<file path="src/shared/lead_timer_pkg.sv">
// package for the transmit / amplifier lead timer: register indices, reset values, field types
// assumes registers are reached over apb, one aligned 32-bit word per register (byte address = index * 4)
`default_nettype none
package lead_timer_pkg;
   // printed offsets are register indices; apb byte address is index * 4
   localparam logic [5:0] IDX_SLOT_END = 6'h13;
   localparam logic [5:0] IDX_SYM_LOW = 6'h14;
   localparam logic [5:0] IDX_SYM_HIGH = 6'h15;
   localparam logic [5:0] IDX_AMP0 = 6'h16;
   localparam logic [5:0] IDX_AMP1 = 6'h17;
   localparam logic [5:0] IDX_AMP2 = 6'h18;
   localparam logic [5:0] IDX_STATUS = 6'h19;
   localparam int NUM_REGS = 6;
   // power-on values: symbol period 0x140, tx ticks 0x028, amp ticks 0x029, amp symbols 1, tx symbols 2
   localparam logic [7:0] RST_SLOT_END = 8'h00;
   localparam logic [7:0] RST_SYM_LOW = 8'h40;
   localparam logic [7:0] RST_SYM_HIGH = 8'h51;
   localparam logic [7:0] RST_AMP0 = 8'h29;
   localparam logic [7:0] RST_AMP1 = 8'h02;
   localparam logic [7:0] RST_AMP2 = 8'h88;
   // writable bits of amp_control_reg_1; bits 7-5 are reserved and held at zero
   localparam logic [7:0] AMP1_WR_MASK = 8'h1F;
   localparam logic [3:0] SYM_MIN = 4'h1;
   localparam int TOTAL_W = 14;
   // status register bit positions
   localparam int ST_BUSY_BIT = 0;
   localparam int ST_TXEN_BIT = 1;
   localparam int ST_PAEN_BIT = 2;

   typedef struct packed {
      logic [3:0] symbols;
      logic [8:0] ticks;
   } lead_cfg_t;

   typedef enum logic [2:0] {
      ST_IDLE = 3'b001,
      ST_LEAD = 3'b010,
      ST_SEND = 3'b100
   } sched_state_t;
endpackage
`default_nettype wire

</file>
<file path="src/rtl/symbol_period_gen.sv">
// free-running symbol period generator: one strobe every period ticks
// assumes one tick per ref_clk cycle and a period input from same-clock registers
`default_nettype none
module symbol_period_gen #(
   parameter int PERIOD_W = 9
) (
   input wire logic ref_clk,
   input wire logic rstn,
   input wire logic [PERIOD_W-1:0] period,
   output logic strobe
);
   logic [PERIOD_W-1:0] count_r, count_nxt;
   logic strobe_r, strobe_nxt;
   logic wrap;

   // a period of 0 or 1 wraps every tick rather than hanging the counter
   always_comb begin
      wrap = ({1'b0, count_r} + {{PERIOD_W{1'b0}}, 1'b1}) >= {1'b0, period};
      count_nxt = wrap ? '0 : count_r + {{(PERIOD_W-1){1'b0}}, 1'b1}; // RL2
      strobe_nxt = wrap; // RL1
   end

   always_ff @(posedge ref_clk or negedge rstn) begin
      if (!rstn) begin
         count_r <= '0;
         strobe_r <= 1'b0;
      end else begin
         count_r <= count_nxt;
         strobe_r <= strobe_nxt;
      end
   end

   assign strobe = strobe_r;

   // helper logic: cycles between strobes, and whether the period moved in between
   logic [PERIOD_W:0] gap_r;
   logic [PERIOD_W-1:0] period_q_r;
   logic chg_r;
   always_ff @(posedge ref_clk or negedge rstn) begin
      if (!rstn) begin
         gap_r <= '0;
         period_q_r <= '0;
         chg_r <= 1'b1;
      end else begin
         gap_r <= strobe_r ? {{PERIOD_W{1'b0}}, 1'b1} : gap_r + {{PERIOD_W{1'b0}}, 1'b1};
         period_q_r <= period;
         chg_r <= strobe_r ? 1'b0 : (chg_r | (period_q_r != period));
      end
   end
endmodule
`default_nettype wire

</file>
<file path="src/rtl/tx_pa_enable_lead_timer.sv">
// transmit and power amplifier enable lead timer with apb register slave
// assumes tx_req and tx_done come from same-clock logic; one tick equals one ref_clk cycle
// Operation
// (RL1) symbol period is programmable tick count, 0x140
// (RL2) one tick per system clock cycle
// (RL3) period count: low byte plus high bit 0
// (RL4) tx enable leads by tick count, 0x028
// (RL5) tx ticks from high reg 7-1, reg2 1:0
// (RL6) amp enable leads by tick count, 0x029
// (RL7) amp lead symbols bits 4-1, min 1
// (RL8) software writes zero to amp bits 7-5
// (RL9) tx lead symbols: min 1, default 2
// (RL10) lead equals symbols times period plus ticks
`default_nettype none
module tx_pa_enable_lead_timer (
   input wire logic ref_clk,
   input wire logic rstn,
   input wire logic psel,
   input wire logic penable,
   input wire logic pwrite,
   input wire logic [7:0] paddr,
   input wire logic [31:0] pwdata,
   output logic [31:0] prdata,
   output logic pready,
   output logic pslverr,
   input wire logic tx_req,
   input wire logic tx_done,
   output logic tx_en,
   output logic pa_en,
   output logic pkt_start,
   output logic symbol_strobe
);
   logic [7:0] regs_r [lead_timer_pkg::NUM_REGS];
   logic [7:0] regs_nxt [lead_timer_pkg::NUM_REGS];
   localparam logic [7:0] REG_RST [lead_timer_pkg::NUM_REGS] = '{lead_timer_pkg::RST_SLOT_END,
      lead_timer_pkg::RST_SYM_LOW, lead_timer_pkg::RST_SYM_HIGH, lead_timer_pkg::RST_AMP0,
      lead_timer_pkg::RST_AMP1, lead_timer_pkg::RST_AMP2};

   logic pready_r, pready_nxt, pslverr_r, pslverr_nxt;
   logic [31:0] prdata_r, prdata_nxt;
   logic access, hit, wr_take;
   logic [5:0] idx;
   logic [7:0] rd_byte, status;

   lead_timer_pkg::sched_state_t state_r, state_nxt;
   logic [lead_timer_pkg::TOTAL_W-1:0] remain_r, remain_nxt, tx_tot_r, tx_tot_nxt, pa_tot_r, pa_tot_nxt;
   logic tx_en_r, tx_en_nxt, pa_en_r, pa_en_nxt, start_r, start_nxt;
   logic [8:0] sym_period;
   lead_timer_pkg::lead_cfg_t tx_cfg, pa_cfg;
   logic [lead_timer_pkg::TOTAL_W-1:0] tx_total, pa_total;
   logic sym_strobe_w, sym_strobe_r;

   // apb decode; answer comes one cycle into the access phase so pready is a flop
   always_comb begin
      idx = paddr[7:2];
      access = psel & penable;
      hit = (idx >= lead_timer_pkg::IDX_SLOT_END) && (idx <= lead_timer_pkg::IDX_STATUS);
      wr_take = access & pready_r & pwrite & hit & (idx != lead_timer_pkg::IDX_STATUS);
      status = 8'h00;
      status[lead_timer_pkg::ST_BUSY_BIT] = (state_r != lead_timer_pkg::ST_IDLE);
      status[lead_timer_pkg::ST_TXEN_BIT] = tx_en_r;
      status[lead_timer_pkg::ST_PAEN_BIT] = pa_en_r;
      if (idx == lead_timer_pkg::IDX_STATUS) begin
         rd_byte = status;
      end else if (hit) begin
         rd_byte = regs_r[3'(idx - lead_timer_pkg::IDX_SLOT_END)];
      end else begin
         rd_byte = 8'h00;
      end
      pready_nxt = access & ~pready_r;
      pslverr_nxt = access & ~pready_r & ~hit;
      prdata_nxt = (access & ~pready_r & ~pwrite) ? {24'h000000, rd_byte} : 32'h00000000;
   end

   // register file; a write lands at the edge where pready is sampled high
   always_comb begin
      for (int i = 0; i < lead_timer_pkg::NUM_REGS; i++) begin
         regs_nxt[i] = regs_r[i];
         if (wr_take && idx == 6'(i) + lead_timer_pkg::IDX_SLOT_END) begin
            regs_nxt[i] = pwdata[7:0];
         end
      end
      // reserved bits are forced low so a careless write cannot disturb them
      regs_nxt[4] = regs_nxt[4] & lead_timer_pkg::AMP1_WR_MASK; // RL8
   end

   always_ff @(posedge ref_clk or negedge rstn) begin
      if (!rstn) begin
         for (int i = 0; i < lead_timer_pkg::NUM_REGS; i++) begin
            regs_r[i] <= REG_RST[i];
         end
         pready_r <= 1'b0;
         pslverr_r <= 1'b0;
         prdata_r <= 32'h00000000;
      end else begin
         regs_r <= regs_nxt;
         pready_r <= pready_nxt;
         pslverr_r <= pslverr_nxt;
         prdata_r <= prdata_nxt;
      end
   end

   // field assembly from the byte registers; a zero symbol count is raised to the minimum
   always_comb begin
      sym_period = {regs_r[2][0], regs_r[1]}; // RL3
      tx_cfg.ticks = {regs_r[5][1:0], regs_r[2][7:1]}; // RL5
      tx_cfg.symbols = (regs_r[5][5:2] < lead_timer_pkg::SYM_MIN) ? lead_timer_pkg::SYM_MIN : regs_r[5][5:2]; // RL9
      pa_cfg.ticks = {regs_r[4][0], regs_r[3]}; // RL6
      pa_cfg.symbols = (regs_r[4][4:1] < lead_timer_pkg::SYM_MIN) ? lead_timer_pkg::SYM_MIN : regs_r[4][4:1]; // RL7
      tx_total = 14'(14'(tx_cfg.symbols) * 14'(sym_period)) + 14'(tx_cfg.ticks); // RL10
      pa_total = 14'(14'(pa_cfg.symbols) * 14'(sym_period)) + 14'(pa_cfg.ticks); // RL10
   end

   symbol_period_gen #(
      .PERIOD_W(9)
   ) symbol_period_gen_i (
      .ref_clk(ref_clk),
      .rstn(rstn),
      .period(sym_period),
      .strobe(sym_strobe_w)
   );

   // scheduler: count down from the longer lead; each enable rises when the count meets its own lead
   always_comb begin
      state_nxt = state_r;
      remain_nxt = remain_r;
      tx_tot_nxt = tx_tot_r;
      pa_tot_nxt = pa_tot_r;
      tx_en_nxt = tx_en_r;
      pa_en_nxt = pa_en_r;
      start_nxt = 1'b0;
      case (state_r)
         lead_timer_pkg::ST_IDLE: begin
            // totals are frozen at the request so register writes cannot bend a lead in flight
            if (tx_req) begin
               tx_tot_nxt = tx_total;
               pa_tot_nxt = pa_total;
               remain_nxt = (tx_total > pa_total) ? tx_total : pa_total;
               state_nxt = lead_timer_pkg::ST_LEAD;
            end
         end
         lead_timer_pkg::ST_LEAD: begin
            tx_en_nxt = tx_en_r | (remain_r <= tx_tot_r); // RL4
            pa_en_nxt = pa_en_r | (remain_r <= pa_tot_r); // RL6
            if (remain_r == '0) begin
               start_nxt = 1'b1;
               state_nxt = lead_timer_pkg::ST_SEND;
            end else begin
               remain_nxt = remain_r - 14'h0001;
            end
         end
         lead_timer_pkg::ST_SEND: begin
            if (tx_done) begin
               tx_en_nxt = 1'b0;
               pa_en_nxt = 1'b0;
               state_nxt = lead_timer_pkg::ST_IDLE;
            end
         end
         default: begin
            state_nxt = lead_timer_pkg::ST_IDLE;
            tx_en_nxt = 1'b0;
            pa_en_nxt = 1'b0;
         end
      endcase
   end

   always_ff @(posedge ref_clk or negedge rstn) begin
      if (!rstn) begin
         state_r <= lead_timer_pkg::ST_IDLE;
         remain_r <= '0;
         tx_tot_r <= '0;
         pa_tot_r <= '0;
         tx_en_r <= 1'b0;
         pa_en_r <= 1'b0;
         start_r <= 1'b0;
         sym_strobe_r <= 1'b0;
      end else begin
         state_r <= state_nxt;
         remain_r <= remain_nxt;
         tx_tot_r <= tx_tot_nxt;
         pa_tot_r <= pa_tot_nxt;
         tx_en_r <= tx_en_nxt;
         pa_en_r <= pa_en_nxt;
         start_r <= start_nxt;
         sym_strobe_r <= sym_strobe_w;
      end
   end

   assign prdata = prdata_r;
   assign pready = pready_r;
   assign pslverr = pslverr_r;
   assign tx_en = tx_en_r;
   assign pa_en = pa_en_r;
   assign pkt_start = start_r;
   assign symbol_strobe = sym_strobe_r;

   // helper logic: cycles each enable has been high before the packet start
   logic [lead_timer_pkg::TOTAL_W-1:0] tx_age_r, pa_age_r;
   always_ff @(posedge ref_clk or negedge rstn) begin
      if (!rstn) begin
         tx_age_r <= '0;
         pa_age_r <= '0;
      end else if (state_r == lead_timer_pkg::ST_IDLE) begin
         tx_age_r <= '0;
         pa_age_r <= '0;
      end else if (state_r == lead_timer_pkg::ST_LEAD) begin
         tx_age_r <= tx_age_r + 14'(tx_en_r);
         pa_age_r <= pa_age_r + 14'(pa_en_r);
      end
   end
endmodule
`default_nettype wire

</file>
<file path="config.mk">
export PLATFORM = sky130hd
export DESIGN_NAME = tx_pa_enable_lead_timer
export DESIGN_NICKNAME = d
export VERILOG_FILES = /design/src/shared/lead_timer_pkg.sv /design/src/rtl/symbol_period_gen.sv /design/src/rtl/tx_pa_enable_lead_timer.sv
export SDC_FILE = /design/constraint.sdc
export NUM_CORES = 1
export LEC_CHECK = 0
export BUFFER_PORTS_ARGS = -buffer_cell sky130_fd_sc_hd__buf_4
export CORE_ASPECT_RATIO = 1.5
export CORE_UTILIZATION = 55
export CTS_BUF_LIST = sky130_fd_sc_hd__clkbuf_16
export CTS_CLUSTER_DIAMETER = 100
export CTS_CLUSTER_SIZE = 14
export DETAILED_ROUTE_END_ITERATION = 16
export HOLD_SLACK_MARGIN = 0.03
export PLACE_DENSITY_LB_ADDON = 0.05
export RECOVER_POWER = 25
export SETUP_SLACK_MARGIN = 0.4
export SLEW_MARGIN = 20
export SYNTH_ARGS = -nofsm -noshare
export SYNTH_HDL_FRONTEND = slang
export SYNTH_SLANG_ARGS = --single-unit
</file>
<file path="constraint.sdc">
create_clock -name ref_clk -period 7.3 [get_ports ref_clk]
set_input_delay 1.095 -clock ref_clk [delete_from_list [all_inputs] [get_ports ref_clk]]
set_output_delay 1.095 -clock ref_clk [all_outputs]
set_load 0.03 [all_outputs]
</file>
; After elaboration in Yosys (flattened, before gate mapping)
; Index checks and enable logic that the tools add are counted.
[totals]
memories = 0
ramBits = 0
register_bits = 114
rom_bits = 0
word_cells = 102
latchBits = 0
inputBits = 47
[op_classes]
n_div = 0
bitwise_logic = 15
reduce_logical = 13
mul = 2
muxes = 22
n_eq_ne = 16
shifts = 0
addsub = 6
n_lt_le_gt_ge = 9
[ops]
columns = operator, n
row1 = $eq A6 B5 Y1 const B, 7
row2 = $mux W14, 3
row3 = $mux W8, 5
row4 = $add A13 B9 Y14, 2
row5 = $le A14 B14 Y1, 2
row6 = $pmux W14 S2, 1
row7 = $mul A4 B9 Y13, 2
row8 = $bmux W8 S3, 1
row9 = $gt A14 B14 Y1, 1
row10 = $logic_not A14 Y1, 1
row11 = $sub A14 B1 Y14 const B, 1
row12 = $add A9 B1 Y10 const B, 1
row13 = $ge A10 B9 Y1, 1
row14 = $add A9 B1 Y9 const B, 1
row15 = $mux W3, 3
row16 = $mux W9, 1
row17 = $pmux W3 S3, 1
row18 = $and A1 B1 Y1, 8
row19 = $lt A4 B1 Y1 const B, 2
row20 = $mux W4, 2
row21 = $ne A2 B2 Y1 const B, 4
row22 = $logic_and A1 B1 Y1, 7
row23 = $ge A6 B5 Y1 const B, 1
row24 = $le A6 B5 Y1 const B, 1
row25 = 15 further kinds, 24

; Logic depth before layout (Yosys ltp)
[logic_depth]
ltp_word = 8
ltp_mapped = 24

; Cells and area by module
; A second synthesis with hierarchy kept.
[hier_totals]
hier_cells = 1029
hier_area_um2 = 9666.8
[modules_own_cells]
columns = module, n_inst, seq_area_each_um2, cells_per_inst, area_each_um2
row1 = tx_pa_enable_lead_timer, 1, 2616.3, 953, 8936.1
row2 = symbol_period_gen, 1, 250.2, 76, 730.7

; Least setup slack after synthesis
; Ideal clock, no wire load.
[synth_path]
path_kind = register to register
from = register regs_r[12] (netlist bit)
to = register remain_r[0] (netlist bit)
setup_time_ns = 0.140
slack_ns = 1.931
path_stages_with_launch = 22
arrival_ns = 5.228
required_ns = 7.160
path_cell_list = dfrtp_1 > clkbuf_1 > nand2_1 > fa_1 > fa_1 > fa_1 > inv_1 > ha_1 > nor2b_4 > o2111a_1 > o311a_4 > nor2_4 > xnor2_1 > inv_1 > ha_1 > and3_4 > a221o_1 > a221oi_2 > a21oi_2 > buf_4 > mux2i_1 > o221ai_1
[synth_between]
elab_chain_cells = 8
[synth_lines]
columns = item, line_no
row1 = from (decl), tx_pa_enable_lead_timer.sv:33  ; logic [7:0] regs_r [lead_timer_pkg::NUM_REGS];
row2 = "from (signal, indexed assignment)", tx_pa_enable_lead_timer.sv:90  ; regs_r[i] <= REG_RST[i];
row3 = from (signal assigned), tx_pa_enable_lead_timer.sv:96  ; regs_r <= regs_nxt;
row4 = $lt A4 B1 Y1, tx_pa_enable_lead_timer.sv:109  ; pa_cfg.symbols = (regs_r[4][4:1] < lead_timer_pkg::SYM_MIN) ? lead_timer_pkg::SYM_MIN : regs_r[4][4:1];
row5 = $mux W4 (*), tx_pa_enable_lead_timer.sv:109
row6 = $mul A4 B9 Y13 (*), tx_pa_enable_lead_timer.sv:111  ; pa_total = 14'(14'(pa_cfg.symbols) * 14'(sym_period)) + 14'(pa_cfg.ticks);
row7 = $add A13 B9 Y14 (*), tx_pa_enable_lead_timer.sv:111
row8 = $gt A14 B14 Y1, tx_pa_enable_lead_timer.sv:138  ; remain_nxt = (tx_total > pa_total) ? tx_total : pa_total;
row9 = $mux W14 (*), tx_pa_enable_lead_timer.sv:138
row10 = $mux W14 (*), tx_pa_enable_lead_timer.sv:135  ; if (tx_req) begin
row11 = $pmux W14 S2 (*), tx_pa_enable_lead_timer.sv:132  ; case (state_r)
row12 = to (signal assigned), tx_pa_enable_lead_timer.sv:179  ; remain_r <= remain_nxt;
row13 = to (decl), tx_pa_enable_lead_timer.sv:46  ; logic [lead_timer_pkg::TOTAL_W-1:0] remain_r, remain_nxt, tx_tot_r, tx_tot_nxt, pa_tot_r, pa_tot_nxt;
; Mark *: on every way between the ends. The rest lies on a longest branch, timed or not. The select of a mux whose other input is x is not followed.
; A chain may end at the register's enable or synchronous reset.

; Worst setup path in the final report
[layout_path]
from = register regs_r[10] (netlist bit)
to = register remain_r[10] (netlist bit)
; The elaborated chain is that of the path after synthesis.

==> flow_metrics.env <==
export IMPL_timing_final_ws_setup_ns=0.868
export IMPL_cts_buffers=17
export IMPL_drt_met1_wl_um=9020
export IMPL_relSlewSlack_pct=-63.0
export IMPL_max_vdd_ir_drop_v=0.000185
export IMPL_drive_gt1_share_pct=13.8
export IMPL_clk_pin_slew_ns=0.07
export IMPL_cts_resized=0
export IMPL_ys_seq_area_share_pct=29.7
export IMPL_ys_top_cells_by_area="dfrtp_1 27%, ha_1 14%, fa_1 9.1%"
export IMPL_path_cells="nor3_1 -> nor2_1 -> nor2_1 -> fa_1 -> inv_1 -> fa_1 -> inv_1 -> ha_1 -> o21ai_0 -> o21ai_0 -> nand2_1 -> o21a_1 -> xnor2_1 -> inv_1 -> ha_1 -> and4_1 -> and3_1 -> o31ai_1 -> a21oi_2 -> mux2i_1 -> o221ai_1"
export IMPL_cts_root_buffer="clkbuf_16"
export IMPL_cap_violations=2
export IMPL_period_minus_slack_ns=6.43
export IMPL_cp_start_kind="flip-flop"
export IMPL_dp_cells=1241
export IMPL_io_buffers=34
export IMPL_grt_setup_unrepaired="false"
export IMPL_grt_pass1_vias=7149
export IMPL_p_per_area_mw_per_mm2=223
export IMPL_multi_input_area_sq_mm=0.00606
export IMPL_vias=7139
export IMPL_antenna_found_initial=0
export IMPL_grt_use_total_pct=26.4
export IMPL_ios=85
export IMPL_violations="max-capacitance violations, max-slew violations"
export IMPL_fin_tns_setup_ns=0
export IMPL_critical_path_required_ns=7.58
export IMPL_yosysTopAreaCell="dfrtp_1"
export IMPL_timing_rr_end="remain_r[10]"
export IMPL_status="finished with violations"
export IMPL_ant_nets=0
export IMPL_place_gp_congestion=0.883
export IMPL_synth_top_area_share_pct=26.7
export IMPL_fill_cells=1524
export IMPL_die_width_um=110
export IMPL_cp_data_arrival_time_ns=6.71
export IMPL_drv_slew=117
export IMPL_synth_warnings=0
export IMPL_dpl_cell_area_sq_mm=0.00996
export IMPL_insertion_delay_ns=0.43
export IMPL_finalPower_uw=2350
export IMPL_cts_htree_levels=4
export IMPL_drc_errors=0
export IMPL_worst_pin_slew_ns=2.44
export IMPL_num_rows=58
export IMPL_clock_sinks=114
export IMPL_final_common_cell="inv_1"
export IMPL_hold_path_class="reg2reg"
export IMPL_dr_first_iter_drc_count=329
export IMPL_cp_top_family="compound AO/OA/AOI/OAI gates"
export IMPL_p_leak_uw=0.00518
export IMPL_final_cell_area_sq_mm=0.0105
export IMPL_die_area_sq_mm=0.0181
export IMPL_post_route_period_util_pct=88.1
export IMPL_start_util_pct=56.8
export IMPL_grt_max_degree=72
export IMPL_diodes=0
export IMPL_crit_start="regs_r[10]"
export IMPL_route_met3_wl_um=510
export IMPL_firstDrtPassIters=6
export IMPL_layout_common_cells="131 x inv_1, 106 x ha_1, 103 x dfrtp_1"
export IMPL_synth_edf_count=0
export IMPL_dpl_worst_slack_ns=0.841
export IMPL_die_y_um=164
export IMPL_finalHoldViolations=0
export IMPL_routedWlPerCell_um=17.5
export IMPL_yosys_cell_types_count=74
export IMPL_cp_depth=21
export IMPL_cpPeakStageDelay_ns=0.79
export IMPL_postCtsHoldBufs=0
export IMPL_cts_tree="built"
export IMPL_max_freq_ghz=0.155
export IMPL_fin_cells=1273
export IMPL_cts_setup_buffers=0
export IMPL_postSynthAreaPerCell_sq_um=9.44
export IMPL_regArea_sq_mm=0.00287
export IMPL_grt_pass1_wl_um=35600
export IMPL_worstHoldStart="symbol_period_gen_i.strobe"
export IMPL_highest_layer="met4"
export IMPL_wl_met2_um=12000
export IMPL_core_area_sq_mm=0.0170
export IMPL_slowest_stage="a21oi_2"
export IMPL_synthArstFlopShare_pct=100
export IMPL_synth_seq_cells=114
export IMPL_areaGrowthSynthToFinish_pct=9.02
export IMPL_crit_path_end_kind="flip-flop"
export IMPL_path_buf_inv=3
export IMPL_vias_per_cell=5.61
export IMPL_rr_startpoint="regs_r[10]"
export IMPL_synth_top_flop_cell="dfrtp_1"
export IMPL_r2r_setup_slack_ns=0.87
export IMPL_hpwlAfterDp_um=17600
export IMPL_critPathKind="reg2reg"
export IMPL_clock_skew_ns=0.0139
export IMPL_netlist_instances=1021
export IMPL_cp_max_fo=24
export IMPL_crit_path_frequent_cell="inv_1"
export IMPL_syn_area_sq_mm=0.00964
export IMPL_reg2reg_depth=21
export IMPL_clock_path_buffers=2
export IMPL_endpoint="remain_r[10]"
export IMPL_wirelength_um=22300
export IMPL_setup_violations_final=0
export IMPL_nNetsFinal=1247
export IMPL_grt_overflow=0
## worst register-to-register path, cell delays in order (launching register included)
cell and delay, ns:
dfrtp_1 0.63, nor3_1 0.11, nor2_1 0.54, nor2_1 0.14, fa_1 0.51, inv_1 0.05
fa_1 0.49, inv_1 0.05, ha_1 0.34, o21ai_0 0.15, o21ai_0 0.36, nand2_1 0.15
o21a_1 0.21, xnor2_1 0.23, inv_1 0.09, ha_1 0.28, and4_1 0.27, and3_1 0.19
o31ai_1 0.08, a21oi_2 0.79, mux2i_1 0.46, o221ai_1 0.15
## worst min-delay path by stage
stage	to	cells past startpoint	slack, ns
5_1_grt	symbol_strobe	0	0.34
6_report	symbol_strobe	0	0.34
4_1_cts	symbol_strobe	0	0.34
2_1_floorplan	symbol_strobe	0	0.33
3_3_place_gp	symbol_strobe	0	0.33
3_5_place_dp	symbol_strobe	0	0.34
## metrics by stage
step | hold WS (ns) | utilization, %
after CTS | 0.340 | 62.2
after global routing | 0.344 | 61.9
after floorplan | 0.331 | -
final | 0.337 | 61.9
after global placement | 0.334 | 58.7
after detailed placement | 0.336 | 58.7
## registers in the layout, indices dropped and copies added (netlist names)
register,cells
remain_r,14
pa_tot_r,14
prdata,8
regs_r,36
pa_cfg,9
symbol_period_gen_i.strobe,1
pkt_start,1
state_r,3
pa_en,1
symbol_strobe,1
pslverr,1
pready,1
tx_tot_r,14
symbol_period_gen_i.count_r,9
tx_en,1
## area by class of cell
| class | count | area share [%] |
|---|---|---|
| flip-flops and latches | 114 | 27.3 |
| inverters | 131 | 4.68 |
| well taps | 210 | 2.50 |
| repair buffers | 37 | 2.15 |
| clock inverters | 15 | 1.64 |
| multi-input cells | 749 | 57.7 |
| clock buffers | 17 | 4.05 |
## synth_stat cells (20+ instances only)
| library cell | instances |
|---|---|
| buf_4 | 26 |
| mux2_2 | 46 |
| inv_1 | 131 |
| a21oi_1 | 52 |
| dfrtp_1 | 103 |
| ha_1 | 106 |
| nor2_1 | 55 |
| and2_1 | 40 |
| nand2_1 | 82 |
| fa_1 | 44 |
| o21ai_0 | 61 |
| nor3_1 | 20 |
## cells by family after synthesis
logic type / count (synthesis) / synth area share, %
and+or+nand+nor: 302 / 16.6
AOI/OAI and AO/OA: 187 / 12.1
buffers and inverters: 181 / 8.31
adders and majority gates: 150 / 22.9
DFF: 114 / 29.7
muxes: 60 / 7.87
xor gates and xnor gates: 26 / 2.44
other: 1 / 0.0389
## routing by layer
metal / vias to the layer above / global-route usage, %
met5: - / 0
met4: 0 / 11.8
met3: 38 / 4.01
met2: 117 / 48.2
met1: 3475 / 29.8
li1: 3509 / -
## report_power, final
part,total [uW],switching [uW],internal [uW]
Clock,855,343,513
Sequential,771,86.3,685
Combinational,719,442,276
Note: power is estimated with default switching activity, not from simulation.
